<file path="config.mk">
export PLATFORM = sky130hd
export DESIGN_NAME = mmcr_top
export DESIGN_NICKNAME = d
export VERILOG_FILES = /design/src/hw/mmcr_pkg.sv /design/src/hw/mmcr_smi_slave.sv /design/src/hw/mmcr_top.sv
export VERILOG_INCLUDE_DIRS = /design/src /design/src/hw
export SDC_FILE = /design/constraint.sdc
export NUM_CORES = 1
export LEC_CHECK = 0
export BUFFER_PORTS_ARGS = -buffer_cell sky130_fd_sc_hd__buf_2
export CAP_MARGIN = 15
export CORE_MARGIN = 3
export CORE_UTILIZATION = 35
export DETAILED_ROUTE_END_ITERATION = 16
export PLACE_DENSITY = 0.49
export SYNTH_ARGS = -nofsm -noshare
export SYNTH_HDL_FRONTEND = slang
export SYNTH_SLANG_ARGS = --single-unit
</file>
<file path="constraint.sdc">
create_clock -name clk_sys -period 2.9 [get_ports clk_sys]
set_clock_uncertainty 0.05 [all_clocks]
set_input_delay 0.29 -clock clk_sys [delete_from_list [all_inputs] [get_ports clk_sys]]
set_output_delay 0.29 -clock clk_sys [all_outputs]
set_load 0.005 [all_outputs]
</file>
<file path="src/hw/mmcr_defs.svh">
// Constants for the media mode control register bank and its management port.
`ifndef MMCR_DEFS_SVH
`define MMCR_DEFS_SVH

// Register addresses on the management port.
`define MMCR_ADDR_BASIC_CTRL  5'h00
`define MMCR_ADDR_MODE_CTRL   5'h17

// Software reset bit in the basic control register.
`define MMCR_SWRST_BIT        15

// Field positions in the media mode control register.
`define MMCR_RSVD_RW_HI       15
`define MMCR_RSVD_RW_LO       14
`define MMCR_PEND_HI          13
`define MMCR_PEND_LO          8
`define MMCR_MAC_IF_BIT       12
`define MMCR_PREF_BIT         11
`define MMCR_MEDIA_HI         10
`define MMCR_MEDIA_LO         8
`define MMCR_OVR_HI           7
`define MMCR_OVR_LO           6
`define MMCR_FELB_BIT         3

// Reset values of the fields.
`define MMCR_RST_PEND         6'h00
`define MMCR_RST_RSVD_RW      2'h0
`define MMCR_RST_OVR          2'h0
`define MMCR_RST_FELB         1'h0
`define MMCR_RD_IDLE          16'h0000

// Media operating mode codes.
`define MMCR_MEDIA_COPPER     3'h0
`define MMCR_MEDIA_PTM        3'h1
`define MMCR_MEDIA_1000X      3'h2
`define MMCR_MEDIA_100FX      3'h3
`define MMCR_MEDIA_RSVD       3'h4
`define MMCR_MEDIA_SENSE_PTM    3'h5
`define MMCR_MEDIA_SENSE_1000X  3'h6
`define MMCR_MEDIA_SENSE_100FX  3'h7

// Automatic media sense override codes.
`define MMCR_OVR_NORMAL       2'h0
`define MMCR_OVR_SERDES       2'h1
`define MMCR_OVR_COPPER       2'h2

// Global serdes field value that allows the 1000BASE-X MAC choice.
`define MMCR_SERDES_CFG_OK    2'h0

// Management frame layout.
`define MMCR_PREAMBLE_BITS    6'd32
`define MMCR_HDR_BITS         5'd13
`define MMCR_DATA_BITS        5'd16
`define MMCR_OP_READ          2'h2
`define MMCR_OP_WRITE         2'h1

`endif

</file>
<file path="src/hw/mmcr_pkg.sv">
// Types shared by the media mode control register bank.
package mmcr_pkg;

  // Mode configuration as seen by the port datapath.
  typedef struct packed {
    logic       mac_1000bx;
    logic       mac_1000bx_valid;
    logic       copper_preferred;
    logic [2:0] media_mode;
    logic       automatic_media_sense;
    logic       media_mode_reserved;
    logic [1:0] sense_override;
    logic       far_end_loopback;
  } mmcr_mode_t;

  // Management frame write request handed to the register bank.
  typedef struct packed {
    logic        wr_en;
    logic [4:0]  addr;
    logic [15:0] wdata;
  } mmcr_mgmt_req_t;

  // Media chosen for the port.
  typedef enum logic [1:0] {
    MMCR_SEL_NONE,
    MMCR_SEL_COPPER,
    MMCR_SEL_SERDES
  } mmcr_media_sel_t;

endpackage

</file>
<file path="src/hw/mmcr_smi_slave.sv">
// Serial management frame decoder for one PHY address.
`timescale 1ns/1ps
`include "mmcr_defs.svh"

module mmcr_smi_slave (
  // Clock and reset.
  input  wire logic                    clk_sys,
  input  wire logic                    rstn,
  // Station address of this port.
  input  wire logic [4:0]              phy_addr,
  // Management pins.
  input  wire logic                    mdc,
  input  wire logic                    mdio_in,
  output logic                         mdio_out,
  output logic                         mdio_oe_n,
  // Register bank side.
  output mmcr_pkg::mmcr_mgmt_req_t     req,
  input  wire logic [15:0]             rd_data
);
  import mmcr_pkg::*;

  typedef enum logic [1:0] {ST_IDLE, ST_HDR, ST_TA, ST_DATA} mmcr_smi_st_t;

  logic [1:0]   mdc_sync_reg;    // Pin synchroniser for the management clock.
  logic [1:0]   mdio_sync_reg;   // Pin synchroniser for the data line.
  logic         mdc_last_reg;    // Previous synchronised clock level.
  logic         rise;            // One-cycle pulse on a rising management clock.
  logic         bit_in;          // Synchronised data line level.
  mmcr_smi_st_t st_reg;          // Frame phase.
  logic [5:0]   ones_reg;        // Consecutive preamble ones seen.
  logic [4:0]   cnt_reg;         // Bits taken in the current phase.
  logic [12:0]  hdr_reg;         // Start bit, opcode, PHY and register address.
  logic [15:0]  shift_reg;       // Write data in, or read data out.
  logic         hit;             // Frame is for this PHY.

  // Two flip-flops on each pin; only the second stage feeds logic.
  always_ff @(posedge clk_sys) begin
    if (!rstn) begin
      mdc_sync_reg  <= 2'h0;
      mdio_sync_reg <= 2'h3;
      mdc_last_reg  <= 1'h0;
    end else begin
      mdc_sync_reg  <= {mdc_sync_reg[0], mdc};
      mdio_sync_reg <= {mdio_sync_reg[0], mdio_in};
      mdc_last_reg  <= mdc_sync_reg[1];
    end
  end

  assign rise   = mdc_sync_reg[1] & ~mdc_last_reg;
  assign bit_in = mdio_sync_reg[1];
  assign hit    = (hdr_reg[9:5] == phy_addr);

  // Frame walker. The line is driven right after a rising edge so that the
  // station sees stable data at its next rising edge; this trades a half clock
  // of margin for a single-edge design.
  always_ff @(posedge clk_sys) begin
    if (!rstn) begin
      st_reg    <= ST_IDLE;
      ones_reg  <= 6'h00;
      cnt_reg   <= 5'h00;
      hdr_reg   <= 13'h0000;
      shift_reg <= 16'h0000;
      mdio_out  <= 1'h1;
      mdio_oe_n <= 1'h1;
      req       <= '0;
    end else begin
      req.wr_en <= 1'h0;
      if (rise) begin
        case (st_reg)
          ST_IDLE: begin
            // A zero after a full preamble is the first start bit.
            if (bit_in) begin
              if (ones_reg != `MMCR_PREAMBLE_BITS) begin
                ones_reg <= ones_reg + 6'h01;
              end
            end else begin
              if (ones_reg == `MMCR_PREAMBLE_BITS) begin
                st_reg  <= ST_HDR;
                cnt_reg <= 5'h01;
                hdr_reg <= 13'h0000;
              end
              ones_reg <= 6'h00;
            end
          end
          ST_HDR: begin
            hdr_reg <= {hdr_reg[11:0], bit_in};
            cnt_reg <= cnt_reg + 5'h01;
            if (cnt_reg == `MMCR_HDR_BITS) begin
              st_reg   <= ST_TA;
              cnt_reg  <= 5'h00;
              // Publish the register address now, so the bank has the read word
              // ready at the turnaround; it is only acted on with wr_en.
              req.addr <= {hdr_reg[3:0], bit_in};
            end
          end
          ST_TA: begin
            // Take the read word now and drive the second turnaround zero.
            if (hdr_reg[12] && hdr_reg[11:10] == `MMCR_OP_READ && hit) begin
              shift_reg <= rd_data;
              mdio_out  <= 1'h0;
              mdio_oe_n <= 1'h0;
            end
            st_reg  <= ST_DATA;
            cnt_reg <= 5'h00;
          end
          ST_DATA: begin
            // Turnaround second bit is consumed when cnt_reg is zero.
            cnt_reg <= cnt_reg + 5'h01;
            if (cnt_reg != 5'h00) begin
              shift_reg <= {shift_reg[14:0], bit_in};
            end
            // Every edge from the second turnaround bit on puts out the next
            // read bit, so the word must move on at each of them.
            if (!mdio_oe_n) begin
              mdio_out  <= (cnt_reg == `MMCR_DATA_BITS) ? 1'h1 : shift_reg[15];
              shift_reg <= {shift_reg[14:0], 1'h0};
            end
            if (cnt_reg == `MMCR_DATA_BITS) begin
              st_reg    <= ST_IDLE;
              mdio_oe_n <= 1'h1;
              mdio_out  <= 1'h1;
              if (hdr_reg[12] && hdr_reg[11:10] == `MMCR_OP_WRITE && hit) begin
                req.wr_en <= 1'h1;
                req.addr  <= hdr_reg[4:0];
                req.wdata <= {shift_reg[14:0], bit_in};
              end
            end
          end
          default: begin
            st_reg <= ST_IDLE;
          end
        endcase
      end
    end
  end

endmodule

</file>
<file path="src/hw/mmcr_top.sv">
// Media mode control register bank for one PHY port.
//
// How it works
// - Bit 12 picks SGMII or 1000BASE-X MAC.
// - Bit 11 picks copper or fiber preference.
// - Codes 000-011 select one fixed media.
// - Codes 101-111 enable automatic media sense; 100 reserved.
// - Bits 7:6 force serdes, copper, or normal.
// - Bit 3 enables far-end loopback, resets off.
// - Bits 13:8 apply only after software reset.
// - Reads return mode in effect, not pending.
// - Super-sticky fields survive software reset always.
`timescale 1ns/1ps
`include "mmcr_defs.svh"

module mmcr_top (
  // Clock and reset.
  input  wire logic                    clk_sys,
  input  wire logic                    rstn,
  // Management pins and station address.
  input  wire logic [4:0]              phy_addr,
  input  wire logic                    mdc,
  input  wire logic                    mdio_in,
  output logic                         mdio_out,
  output logic                         mdio_oe_n,
  // Global serdes field and media presence pins.
  input  wire logic [1:0]              serdes_cfg,
  input  wire logic                    copper_link_up,
  input  wire logic                    fiber_signal_detect,
  // Mode outputs to the port datapath.
  output mmcr_pkg::mmcr_mode_t         mode,
  output mmcr_pkg::mmcr_media_sel_t    media_sel,
  output logic                         sw_reset_pulse
);
  import mmcr_pkg::*;

  mmcr_mgmt_req_t req;                 // Write request from the frame decoder.
  logic [15:0]    rd_data;             // Read word for the addressed register.
  logic [5:0]     pend_reg;            // Pending bits 13:8 as last written.
  logic [5:0]     act_reg;             // Bits 13:8 currently in effect.
  logic [1:0]     rsvd_rw_reg;         // Reserved writable bits 15:14.
  logic [1:0]     ovr_reg;             // Automatic media sense override.
  logic           felb_reg;            // Far-end loopback enable.
  logic           wr_mode;             // Write to the mode register.
  logic           swrst;               // Software reset request.
  logic [1:0]     cfg_sync_reg [2];    // Synchroniser for the global field.
  logic [1:0]     det_sync_reg [2];    // Synchronisers for presence pins.
  logic [1:0]     det_q;               // Synchronised presence: {fiber, copper}.
  mmcr_media_sel_t sel_next;           // Next media choice.

  // Serial management frames come in through the decoder.
  mmcr_smi_slave i_mmcr_smi_slave (
    .clk_sys   (clk_sys),
    .rstn      (rstn),
    .phy_addr  (phy_addr),
    .mdc       (mdc),
    .mdio_in   (mdio_in),
    .mdio_out  (mdio_out),
    .mdio_oe_n (mdio_oe_n),
    .req       (req),
    .rd_data   (rd_data)
  );

  assign wr_mode = req.wr_en && req.addr == `MMCR_ADDR_MODE_CTRL;
  assign swrst   = req.wr_en && req.addr == `MMCR_ADDR_BASIC_CTRL && req.wdata[`MMCR_SWRST_BIT];

  // Software reset pulse for the rest of the port; it lasts one cycle.
  always_ff @(posedge clk_sys) begin
    if (!rstn) begin
      sw_reset_pulse <= 1'h0;
    end else begin
      sw_reset_pulse <= swrst;
    end
  end

  // Pending mode bits take each write at once but do not act yet.
  // Being super-sticky, they keep their value over a software reset.
  always_ff @(posedge clk_sys) begin
    if (!rstn) begin
      pend_reg <= `MMCR_RST_PEND;
    end else if (wr_mode) begin
      pend_reg <= req.wdata[`MMCR_PEND_HI:`MMCR_PEND_LO];
    end
  end

  // The acting copy loads only on software reset, so a mode change is
  // never seen halfway through a link; a write in the same frame as the
  // reset cannot occur since one frame carries one register.
  always_ff @(posedge clk_sys) begin
    if (!rstn) begin
      act_reg <= `MMCR_RST_PEND;
    end else if (swrst) begin
      act_reg <= pend_reg;
    end
  end

  // Non-sticky fields return to their defaults on a software reset.
  always_ff @(posedge clk_sys) begin
    if (!rstn) begin
      rsvd_rw_reg <= `MMCR_RST_RSVD_RW;
      ovr_reg     <= `MMCR_RST_OVR;
      felb_reg    <= `MMCR_RST_FELB;
    end else if (swrst) begin
      rsvd_rw_reg <= `MMCR_RST_RSVD_RW;
      ovr_reg     <= `MMCR_RST_OVR;
      felb_reg    <= `MMCR_RST_FELB;
    end else if (wr_mode) begin
      rsvd_rw_reg <= req.wdata[`MMCR_RSVD_RW_HI:`MMCR_RSVD_RW_LO];
      ovr_reg     <= req.wdata[`MMCR_OVR_HI:`MMCR_OVR_LO];
      felb_reg    <= req.wdata[`MMCR_FELB_BIT];
    end
  end

  // Read word: the acting mode bits, never the pending ones, and zero in
  // the read-only reserved places. Unmapped addresses read as zero.
  always_comb begin
    rd_data = `MMCR_RD_IDLE;
    // The decoder publishes the register address at the end of the header.
    if (req.addr == `MMCR_ADDR_MODE_CTRL) begin
      rd_data[`MMCR_RSVD_RW_HI:`MMCR_RSVD_RW_LO] = rsvd_rw_reg;
      rd_data[`MMCR_PEND_HI:`MMCR_PEND_LO]       = act_reg;
      rd_data[`MMCR_OVR_HI:`MMCR_OVR_LO]         = ovr_reg;
      rd_data[`MMCR_FELB_BIT]                    = felb_reg;
    end
  end

  // Two-stage synchronisers on the global field and presence pins.
  always_ff @(posedge clk_sys) begin
    if (!rstn) begin
      cfg_sync_reg[0] <= 2'h0;
      cfg_sync_reg[1] <= 2'h0;
      det_sync_reg[0] <= 2'h0;
      det_sync_reg[1] <= 2'h0;
    end else begin
      cfg_sync_reg[0] <= serdes_cfg;
      cfg_sync_reg[1] <= cfg_sync_reg[0];
      det_sync_reg[0] <= {fiber_signal_detect, copper_link_up};
      det_sync_reg[1] <= det_sync_reg[0];
    end
  end

  assign det_q = det_sync_reg[1];

  // Decoded mode for the datapath: bits 12:8 from the acting copy, override and loopback from their registers.
  always_comb begin
    mode                       = '0;
    mode.mac_1000bx            = act_reg[`MMCR_MAC_IF_BIT - `MMCR_PEND_LO];
    mode.mac_1000bx_valid      = mode.mac_1000bx && cfg_sync_reg[1] == `MMCR_SERDES_CFG_OK;
    mode.copper_preferred      = act_reg[`MMCR_PREF_BIT - `MMCR_PEND_LO];
    mode.media_mode            = act_reg[`MMCR_MEDIA_HI - `MMCR_PEND_LO:0];
    mode.automatic_media_sense = mode.media_mode >= `MMCR_MEDIA_SENSE_PTM;
    mode.media_mode_reserved   = mode.media_mode == `MMCR_MEDIA_RSVD;
    mode.sense_override        = ovr_reg;
    mode.far_end_loopback      = felb_reg;
  end

  // Media choice. Fixed codes pick their media; sense codes honour the
  // override, then a lone present media, then the preference. The
  // reserved media code and reserved override select nothing.
  always_comb begin
    sel_next = MMCR_SEL_NONE;
    case (mode.media_mode)
      `MMCR_MEDIA_COPPER: begin
        sel_next = MMCR_SEL_COPPER;
      end
      `MMCR_MEDIA_PTM, `MMCR_MEDIA_1000X, `MMCR_MEDIA_100FX: begin
        sel_next = MMCR_SEL_SERDES;
      end
      `MMCR_MEDIA_SENSE_PTM, `MMCR_MEDIA_SENSE_1000X, `MMCR_MEDIA_SENSE_100FX: begin
        if (ovr_reg == `MMCR_OVR_SERDES) begin
          sel_next = MMCR_SEL_SERDES;
        end else if (ovr_reg == `MMCR_OVR_COPPER) begin
          sel_next = MMCR_SEL_COPPER;
        end else if (ovr_reg == `MMCR_OVR_NORMAL) begin
          if (det_q == 2'h1) begin
            sel_next = MMCR_SEL_COPPER;
          end else if (det_q == 2'h2) begin
            sel_next = MMCR_SEL_SERDES;
          end else begin
            sel_next = mode.copper_preferred ? MMCR_SEL_COPPER : MMCR_SEL_SERDES;
          end
        end
      end
      default: begin
        sel_next = MMCR_SEL_NONE;
      end
    endcase
  end

  // Registered media choice.
  always_ff @(posedge clk_sys) begin
    if (!rstn) begin
      media_sel <= MMCR_SEL_NONE;
    end else begin
      media_sel <= sel_next;
    end
  end

endmodule

</file>
Word-level counts from Yosys, hierarchy flattened --
Memories as Yosys holds them, arrays and structs flattened. Cells that the tools add are included. Widths: inputs -> output; s select.
Storage, ports and cells: memories 2, RAM bits 8, flip-flop bits (word level) 91, output and inout bits 16
Memory list:
- cfg_sync_reg | words 2, width 2, read ports 2, clocked after Yosys merged registers in 0, wr ports 2, RTL line mmcr_top.sv:46 | logic [1:0] cfg_sync_reg [2];
- det_sync_reg | words 2, width 2, read ports 2, clocked after Yosys merged registers in 0, wr ports 2, RTL line mmcr_top.sv:47 | logic [1:0] det_sync_reg [2];
Cells by class: add/subtract/negate cells 2, reduce and logical (&&, ||, !) cells 30, order comparisons 1, bitwise gates (word level) 7, muxes and demuxes 43, equal/unequal tests 31
Operator list (number):
- $mux 16 | 3
- $pmux 16 s2 | 1
- $mux 2 | 14
- $mux 13 | 2
- $pmux 13 s2 | 1
- $reduce_and 4->1 | 6
- $mux 22 | 1
- $mux 21 | 1
- $mux 5 | 4
- $pmux 5 s4 | 1
- $eq 3x3->1 const B | 4
- $mux 6 | 2
- $eq 2x2->1 const B | 5
- $eq 5x5->1 const B | 2
- $mux 10 | 1
- $ne 2x1->1 const B | 5
- $pmux 5 s2 | 1
- $reduce_and 5->1 | 2
- $eq 2x1->1 const B | 4
- $logic_and 1x1->1 | 8
- $pmux 2 s4 | 1
- $mux 1 | 7
- $add 6x1->6 const B | 1
- $eq 3x2->1 const B | 2
- 22 further kinds | 35

Longest topological paths before layout --
Gate-level depths: netlist of the first run. An unclocked memory read counts as a cell.
depth after elaboration 8, depth in mapped cells 8, mapped depth without buffers 7

Hierarchy --
A second synthesis of the first run with hierarchy kept.
Second synthesis, totals: cell total of the unflattened synthesis 452, area, all modules 4408.0 µm²
Modules (own cells, without submodules):
- mmcr_smi_slave | area an instance 3269.4 µm², cells each 339, instances 1
- mmcr_top | area an instance 1138.6 µm², cells each 113, instances 1

Worst setup path before layout of the first run --
Ideal clock, no wire load.
kind reg2reg, from register i_mmcr_smi_slave.st_reg[1], to register, netlist name i_mmcr_smi_slave.req[16], stages on the path, launching flop included 9, data arrival time 1.836 ns, setup slack 0.923 ns, buffers on the path 2, clock period less this slack 1.977 ns, path through dfxtp_1 > ha_1 > buf_2 > nand3b_1 > or2_1 > or4_1 > clkbuf_2 > a2bb2oi_1 > a311oi_1
On the way: word-level cells in the longest chain between the ends 3, elaborated cells between the ends (all ways) 8
RTL lines:
- start, declared | RTL line mmcr_smi_slave.sv:29 | mmcr_smi_st_t st_reg;
- start signal, assigned | RTL line mmcr_smi_slave.sv:58 | st_reg <= ST_IDLE;
- start signal, assigned | RTL line mmcr_smi_slave.sv:78 | st_reg <= ST_HDR;
- start signal, assigned | RTL line mmcr_smi_slave.sv:89 | st_reg <= ST_TA;
- $eq 2x2->1 / $eq 2x1->1 (equally long branches) | RTL line mmcr_smi_slave.sv:69 | case (st_reg)
- $ne 2x1->1 (no source line) / $reduce_bool 2->1 (equally long branches)
- $reduce_and 5->1 (no source line)
Several ways; a longest one is shown, not always the timed one. A chain may end at the register's enable or synchronous reset.

Final worst setup path of the first run --
from register i_mmcr_smi_slave.cnt_reg[0], to register, netlist name i_mmcr_smi_slave.req[20]
On the way: word-level cells in the longest chain between the ends 3, elaborated cells between the ends (all ways) 5
RTL lines:
- start, declared | RTL line mmcr_smi_slave.sv:31 | logic [4:0] cnt_reg;
- start signal, assigned | RTL line mmcr_smi_slave.sv:87 | cnt_reg <= cnt_reg + 5'h01;
- start signal, assigned | RTL line mmcr_smi_slave.sv:108 | cnt_reg <= cnt_reg + 5'h01;
- $eq 5x4->1 (no source line) / $eq 5x5->1 (equally long branches)
- $ne 2x1->1 (no source line)
- $reduce_and 5->1 (no source line) (*)
Mark *: on every way between the ends. The rest lies on a longest branch, timed or not.

==> results.json, run 1 <==
{
  "post_cts_resized": 0,
  "worstReg2RegEnd": "i_mmcr_smi_slave.req[20]$_SDFFE_PN0P_",
  "hold_depth": 2,
  "slowest_delay_ns": 0.52,
  "synth_nets": 433,
  "fp.dieArea_um2": 12600,
  "cts_tree": "yes",
  "numCtsBuffers": 9,
  "worstPathRequired_ns": 3.10,
  "worstSkewPairLatency_ns": 0.34,
  "end_kind": "flop",
  "gp_congestion": 0.797,
  "first_global_vias": 2834,
  "cp-start-kind": "flop",
  "cts_hold_buffers": 0,
  "antenna_cells": 0,
  "reg2regPathDepth": 7,
  "fin_util_pct": 41.6,
  "synthFlopType": "dfxtp_1",
  "critPathKind": "flop to flop",
  "max-slew-margin-rel_pct": 37.1,
  "ys_warn_count": 0,
  "worst_hold_slack_ns": 0.0756,
  "tightest_slew_ns": 0.944,
  "whs_endpoint": "i_mmcr_smi_slave.mdio_sync_reg[0]$_SDFF_PN1_",
  "start_util_pct": 36.2,
  "max_cap_viol_count": 0,
  "holdCritPathClass": "primary input to flop",
  "synth_top_area_cell": "dfxtp_1",
  "clkSlewWorstSetupHoldPaths_ns": 0.06,
  "synth.distinct_cells": 53,
  "port_buffers": 28,
  "drtPass1Iterations": 4,
  "r2r_start": "i_mmcr_smi_slave.cnt_reg[0]$_SDFFE_PN0P_",
  "drt_iter0_markers": 195,
  "fin_crit_ns": 2.23,
  "setup_tns_ns": 0,
  "cp.arrival_ns": 2.43,
  "met3WireLength_um": 405,
  "slew_violations": 0,
  "syn_avg_cell_area_um2": 9.66,
  "grt-ovfl-total": 0,
  "synth.top_cell.area_share_pct": 47.5,
  "core_um2": 10900,
  "largest_register_ffs": 17,
  "ys_async_sr_fraction_pct": 0,
  "ir_drop_mv": 0.309,
  "cp_cell_sequence": "inv_1, ha_1, nand4bb_1, or2_1, or4_1, a2bb2oi_1, a311oi_1",
  "post_cts_buffers": 0,
  "wl_met1_um": 4320,
  "synth_edf_count": 0,
  "setup_viol": 0,
  "drive_gt1_share_pct": 14.2,
  "rsz0062_at_grt": "no",
  "vias": 2964,
  "fmax_mhz": 448,
  "rows": 38,
  "fin_ws_ns": 0.670,
  "fin_crit_sh_pct": 76.9,
  "yosysSeqAreaShare_pct": 47.5,
  "total_power_uw": 2600,
  "syn_to_final_growth_pct": 14.8,
  "ys_ff_latch": 94,
  "syn-cell-area_um2": 3960,
  "fillCellCount": 1088,
  "cp_max_fo": 6,
  "synthTopCellsByArea": "dfxtp_1 48%, mux2i_1 8.6%, nor2_1 4.0%",
  "ant_nets": 0,
  "power.leakage_uw": 0.00167,
  "dpl.hpwl_um": 5850,
  "r2r_setup_slack_ns": 0.67,
  "h-tree-depth": 3,
  "hold_violations": 0,
  "ioPinCount": 29,
  "fin_nets": 455,
  "cpMaxStageDelayCell": "or4_1",
  "via_per_inst": 5.14,
  "grt_usage_pct": 14.5,
  "clockBufferDepth": 2,
  "cts_sinks": 94,
  "hold_path.startpoint": "mdio_in",
  "met2_length_um": 3770,
  "drc": 0,
  "antenna_found_initial": 0,
  "fp.dieW_um": 112,
  "pwr_density_cell_nw_per_um2": 572,
  "grt_max_degree": 45,
  "outcome": "finished, final reports clean",
  "top_layer": "met4",
  "post_drt_wl_per_cell_um": 14.9,
  "wl_um": 8610,
  "synth_cells": 410,
  "cts_root_buffer": "clkbuf_16",
  "place_ws_ns": 0.662,
  "die_h_um": 112,
  "grt_pass1_wl_um": 14600
}
-- layout make-up --
class | instances | area, um^2 | area share [%]
clock inverter | 2 | 37.5 | 0.826
clock buffer | 14 | 284 | 6.25
multi-input combinational | 270 | 1880 | 41.3
tap | 140 | 175 | 3.85
sequential | 94 | 1880 | 41.4
inverter | 18 | 67.6 | 1.49
timing repair buffer | 39 | 223 | 4.90
-- cells in the mapped netlist, types with 2 or more instances --
cell type	number
buf_4	8
a211oi_1	4
buf_2	2
nand4_1	5
a41oi_1	2
nor2_1	42
a22o_1	13
o21ai_0	11
mux2i_1	34
nand2b_1	4
inv_1	17
nor3_1	7
and2_1	12
nor3b_1	2
nand4b_1	2
nand3b_1	2
xnor2_1	6
ha_1	10
a22oi_1	12
clkbuf_1	16
nand2_1	15
nand3_1	14
xor2_1	2
and3b_1	2
a2bb2oi_1	5
a311oi_1	16
dfxtp_1	94
a21oi_1	26
-- how the worst max path moves through the flow --
stage / from / slack (ns) / to
after CTS: i_mmcr_smi_slave.cnt_reg[0]$_SDFFE_PN0P_ / 0.67 / i_mmcr_smi_slave.req[20]$_SDFFE_PN0P_
final: i_mmcr_smi_slave.cnt_reg[0]$_SDFFE_PN0P_ / 0.67 / i_mmcr_smi_slave.req[20]$_SDFFE_PN0P_
after global routing: i_mmcr_smi_slave.cnt_reg[0]$_SDFFE_PN0P_ / 0.51 / i_mmcr_smi_slave.req[20]$_SDFFE_PN0P_
after floorplan: i_mmcr_smi_slave.st_reg[1]$_SDFFE_PN0P_ / 0.92 / i_mmcr_smi_slave.req[16]$_SDFFE_PN0P_
after detailed placement: i_mmcr_smi_slave.cnt_reg[0]$_SDFFE_PN0P_ / 0.66 / i_mmcr_smi_slave.req[20]$_SDFFE_PN0P_
after global placement: i_mmcr_smi_slave.cnt_reg[0]$_SDFFE_PN0P_ / 0.74 / i_mmcr_smi_slave.req[19]$_SDFFE_PN0P_
-- kinds of logic after synthesis --
kind of cell,Yosys count,share of synthesized area [%]
AOI/OAI and AO/OA,96,17.5
xor gates and xnor gates,8,1.77
adders and majority gates,11,3.41
buffers and inverters,46,5.21
DFF,94,47.5
muxes,34,8.60
and+or+nand+nor,121,16.0
-- layer usage --
metal,GRT usage (%),vias to the layer above
li1,-,1517
met1,20.5,1387
met2,21.1,54
met3,3.67,6
met4,6.01,0
met5,0,-
-- report_power, final --
part	switching (uW)	internal (uW)
clock network	474	762
logic	39.4	21.5
registers	4.55	1300
-- stage by stage --
stage | area, um^2 | cells
finish | 4550 | 577
floorplan | 3960 | 410
global placement | 4220 | 561
detailed placement | 4220 | 561
global route | 4550 | 577
CTS | 4550 | 577
-- placed cells by master, fill, tap and decap left out, types with 4 or more instances in the layout --
cell        n
ha_1       10
nor2_1     42
nand3_1    14
nand2_1    15
xnor2_1     6
nand4_1     5
a22o_1     13
a211oi_1    4
and2_1     12
inv_1      17
nor3_1      7
clkbuf_8    4
a21oi_1    26
o21ai_0    11
clkbuf_16   9
buf_4      11
a311oi_1   16
dfxtp_1    94
a22oi_1    12
nand2b_1    4
mux2i_1    34
buf_2      28
a2bb2oi_1   5
-- critical path: cells and delay by family, from the launching register on --
family	cells	cell delay [ns]
DFF	1	0.35
AOI/OAI and AO/OA	2	0.45
adders and majority gates	1	0.19
buffers and inverters	1	0.08
and+or+nand+nor	3	1.02
No activity file was read; power rests on OpenSTA's default activity.
==> run 2: changes to the inputs <==
- ABC_AREA: default -> 1
- PLACE_DENSITY: 0.49 -> 0.51
- clock period: 2.9 -> 1.9 ns (I/O delays scaled with it)
==> run 2 against run 1 <==
  * Combinational power rose by 99%
  * Highest routed layer unchanged
  * Final area rose by 11%
  * Clock-buffer cell count fell by 5
  * Via count rose by 27%
==> results.json, run 2 <==
{
  "combPwrFrac_pct": 3.1,
  "end_kind": "flop",
  "ant_nets": 0,
  "max-slew-margin-rel_pct": 69.4,
  "r2r_start": "i_mmcr_smi_slave.st_reg[0]$_SDFFE_PN0P_",
  "whs_endpoint": "i_mmcr_smi_slave.req[11]$_SDFFE_PN0P_",
  "gp_congestion": 0.833,
  "numCtsBuffers": 9,
  "via_per_inst": 4.59,
  "final_area_um2": 5030,
  "final_cell_mix": "162 x nand2_1, 94 x dfxtp_1, 78 x nor2_1",
  "cp_max_fo": 32,
  "first_global_vias": 3457,
  "wl_um": 9610,
  "synth_top_area_cell": "dfxtp_1",
  "critPathKind": "flop to flop",
  "hold_violations": 0,
  "setup_viol": 0,
  "cp.arrival_ns": 1.97,
  "largest_register_ffs": 17,
  "fin_crit_sh_pct": 90.9,
  "synth.top_cell.area_share_pct": 43.3,
  "cpMaxStageDelayCell": "dfxtp_1",
  "cp-start-kind": "flop",
  "synthFlopType": "dfxtp_1",
  "rsz0062_at_grt": "no",
  "max_cap_viol_count": 0,
  "cts_tree": "yes",
  "yosys.cell_count.top_type": "nand2_1",
  "synth.distinct_cells": 33,
  "antenna_cells": 0,
  "cts_sinks": 94,
  "grt_usage_pct": 14.5,
  "hold_path.startpoint": "rstn",
  "syn_to_final_growth_pct": 15.7,
  "slowest_delay_ns": 0.43,
  "drt_iter0_markers": 200,
  "holdCritPathClass": "primary input to flop",
  "tightest_slew_ns": 0.458,
  "power.leakage_uw": 0.00221,
  "worstPathRequired_ns": 2.14,
  "cts_root_buffer": "clkbuf_16",
  "start_util_pct": 36.0,
  "fp.dieW_um": 117,
  "die_h_um": 117,
  "fp.dieArea_um2": 13800,
  "crit_family": "flip-flops",
  "fmax_mhz": 579,
  "syn-cell-area_um2": 4350,
  "synth_cells": 623,
  "slew_violations": 0,
  "intPower_uw": 3070,
  "fin_util_pct": 41.7,
  "reg2regPathDepth": 8,
  "clkSlewWorstSetupHoldPaths_ns": 0.07,
  "r2r_setup_slack_ns": 0.17,
  "h-tree-depth": 3,
  "synthSimpleGateAreaFrac_pct": 31.7,
  "path_buf_inv": 2,
  "rows": 40,
  "ys_async_sr_fraction_pct": 0,
  "grt_pass1_wl_um": 16500,
  "ioPinCount": 29,
  "hold_depth": 3,
  "synth-xor-area-share_pct": 0.403,
  "drtPass1Iterations": 4,
  "syn_avg_cell_area_um2": 6.98,
  "mostFrequentLayoutCell": "nand2_1",
  "port_buffers": 28,
  "seq_power_share_pct": 50.2,
  "clockBufferDepth": 2,
  "antenna_found_initial": 0,
  "synth-compound-area-share_pct": 11.4,
  "synthAdderAreaFrac_pct": 2.88,
  "dpl.hpwl_um": 6660,
  "setup_tns_ns": 0,
  "ir_drop_mv": 0.409,
  "synthTopCellsByArea": "dfxtp_1 43%, nand2_1 14%, nor2_1 6.7%",
  "ys_ff_latch": 94,
  "fin_nets": 673,
  "outcome": "finished, final reports clean",
  "drc": 0,
  "worstSkewPairLatency_ns": 0.35,
  "power.share.clock_pct": 46.7,
  "pwr_density_cell_nw_per_um2": 788,
  "yosysSeqAreaShare_pct": 43.3,
  "synth_top_family_by_area": "simple AND/OR/NAND/NOR gates",
  "grt_max_degree": 37,
  "core_um2": 12100,
  "p_switching_uw": 901,
  "cp_cell_sequence": "inv_1, ha_1, o21ai_1, a21oi_2, buf_12, nand3b_1, nand2_1, nor2_1",
  "worstReg2RegEnd": "i_mmcr_smi_slave.shift_reg[11]$_SDFFE_PN0P_",
  "grt-ovfl-total": 0,
  "ys_warn_count": 0,
  "vias": 3779,
  "fin_crit_ns": 1.73,
  "post_drt_wl_per_cell_um": 11.7,
  "swShare_pct": 22.7,
  "synthTopCellsByCount": "163 x nand2_1, 94 x dfxtp_1, 78 x nor2_1, 71 x inv_1, 49 x a21oi_1",
  "synth_edf_count": 0,
  "place_area_um2": 4650,
  "synth_nets": 646,
  "muxShareOfSynthArea_pct": 0,
  "drive_gt1_share_pct": 12.1
}
[run 2: cell types whose count changed after synthesis, sizes merged, moves of 24 or more]
cell and delta:
o21ai +27, mux2i -34, inv +55, a21oi +24, nand2 +151, nor2 +42
nand3 +25
[run 2: routing by layer]
| layer | up-vias | track usage (%) | routed length (um) |
|---|---|---|---|
| met3 | 14 | 3.03 | 387 |
| met5 | - | 0 | 0 |
| met1 | 1693 | 19.6 | 4790 |
| li1 | 2005 | - | - |
| met4 | 0 | 7.03 | 218 |
| met2 | 67 | 22.0 | 4220 |
[run 2: stage by stage]
stage               setup WS (ns)  hold WS, ns  total power (uW)  std cells
CTS                         0.142        0.193              4030        823
floorplan                   0.372        0.238              2110        623
global route              0.00656        0.229              4110        823
global placement            0.198        0.322              2150        801
detailed placement          0.165        0.328              2150        801
finish                      0.172        0.200              3970        823
[run 2: power groups by stage]
stage / Combinational [uW] / Clock, uW / Sequential (uW)
floorplan: 74.5 / 0 / 2040
global placement: 113 / 0 / 2040
detailed placement: 114 / 0 / 2040
CTS: 124 / 1910 / 1990
global route: 140 / 1970 / 1990
finish: 121 / 1850 / 1990
[run 2: worst max path at each step]
stage / to / slack (ns) / depth (start not counted) / startpoint
3_5_place_dp: i_mmcr_smi_slave.req[19]$_SDFFE_PN0P_ / 0.17 / 8 / i_mmcr_smi_slave.st_reg[0]$_SDFFE_PN0P_
3_3_place_gp: i_mmcr_smi_slave.hdr_reg[10]$_SDFFE_PN0P_ / 0.20 / 9 / i_mmcr_smi_slave.ones_reg[0]$_SDFFE_PN0P_
5_1_grt: i_mmcr_smi_slave.req[20]$_SDFFE_PN0P_ / 0.007 / 9 / i_mmcr_smi_slave.st_reg[0]$_SDFFE_PN0P_
4_1_cts: i_mmcr_smi_slave.req[19]$_SDFFE_PN0P_ / 0.14 / 8 / i_mmcr_smi_slave.st_reg[0]$_SDFFE_PN0P_
2_1_floorplan: i_mmcr_smi_slave.req[16]$_SDFFE_PN0P_ / 0.37 / 8 / i_mmcr_smi_slave.st_reg[0]$_SDFFE_PN0P_
6_report: i_mmcr_smi_slave.shift_reg[11]$_SDFFE_PN0P_ / 0.17 / 8 / i_mmcr_smi_slave.st_reg[0]$_SDFFE_PN0P_
[run 2: what timing repair did]
item,in CTS,in global routing
hold buffers,6,0
buffers inserted,0,0
gates resized for setup,0,3
hold endpoints to repair,6,0
setup endpoints to repair,0,18
[run 2: cells by family (layout without fill, tap and decap cells)]
family / after synthesis / after routing
AOI/OAI and AO/OA: 95 / 95
and+or+nand+nor: 317 / 317
adders and majority gates: 10 / 10
DFF: 94 / 94
xor gates and xnor gates: 2 / 2
buffers and inverters: 105 / 137
[run 2: tightest hold or removal path, delay by kind of cell]
kind	cells	cell delay (ns)
buf+inv	1	0.21
simple gates	2	0.14
[run 2: layout make-up]
class / count / area (um^2)
multi-input combinational: 424 / 2030
tap: 168 / 210
inverter: 73 / 274
clock buffer: 9 / 225
sequential: 94 / 1880
fill: 1274 / 7030
clock inverter: 7 / 77.6
timing repair buffer: 48 / 330
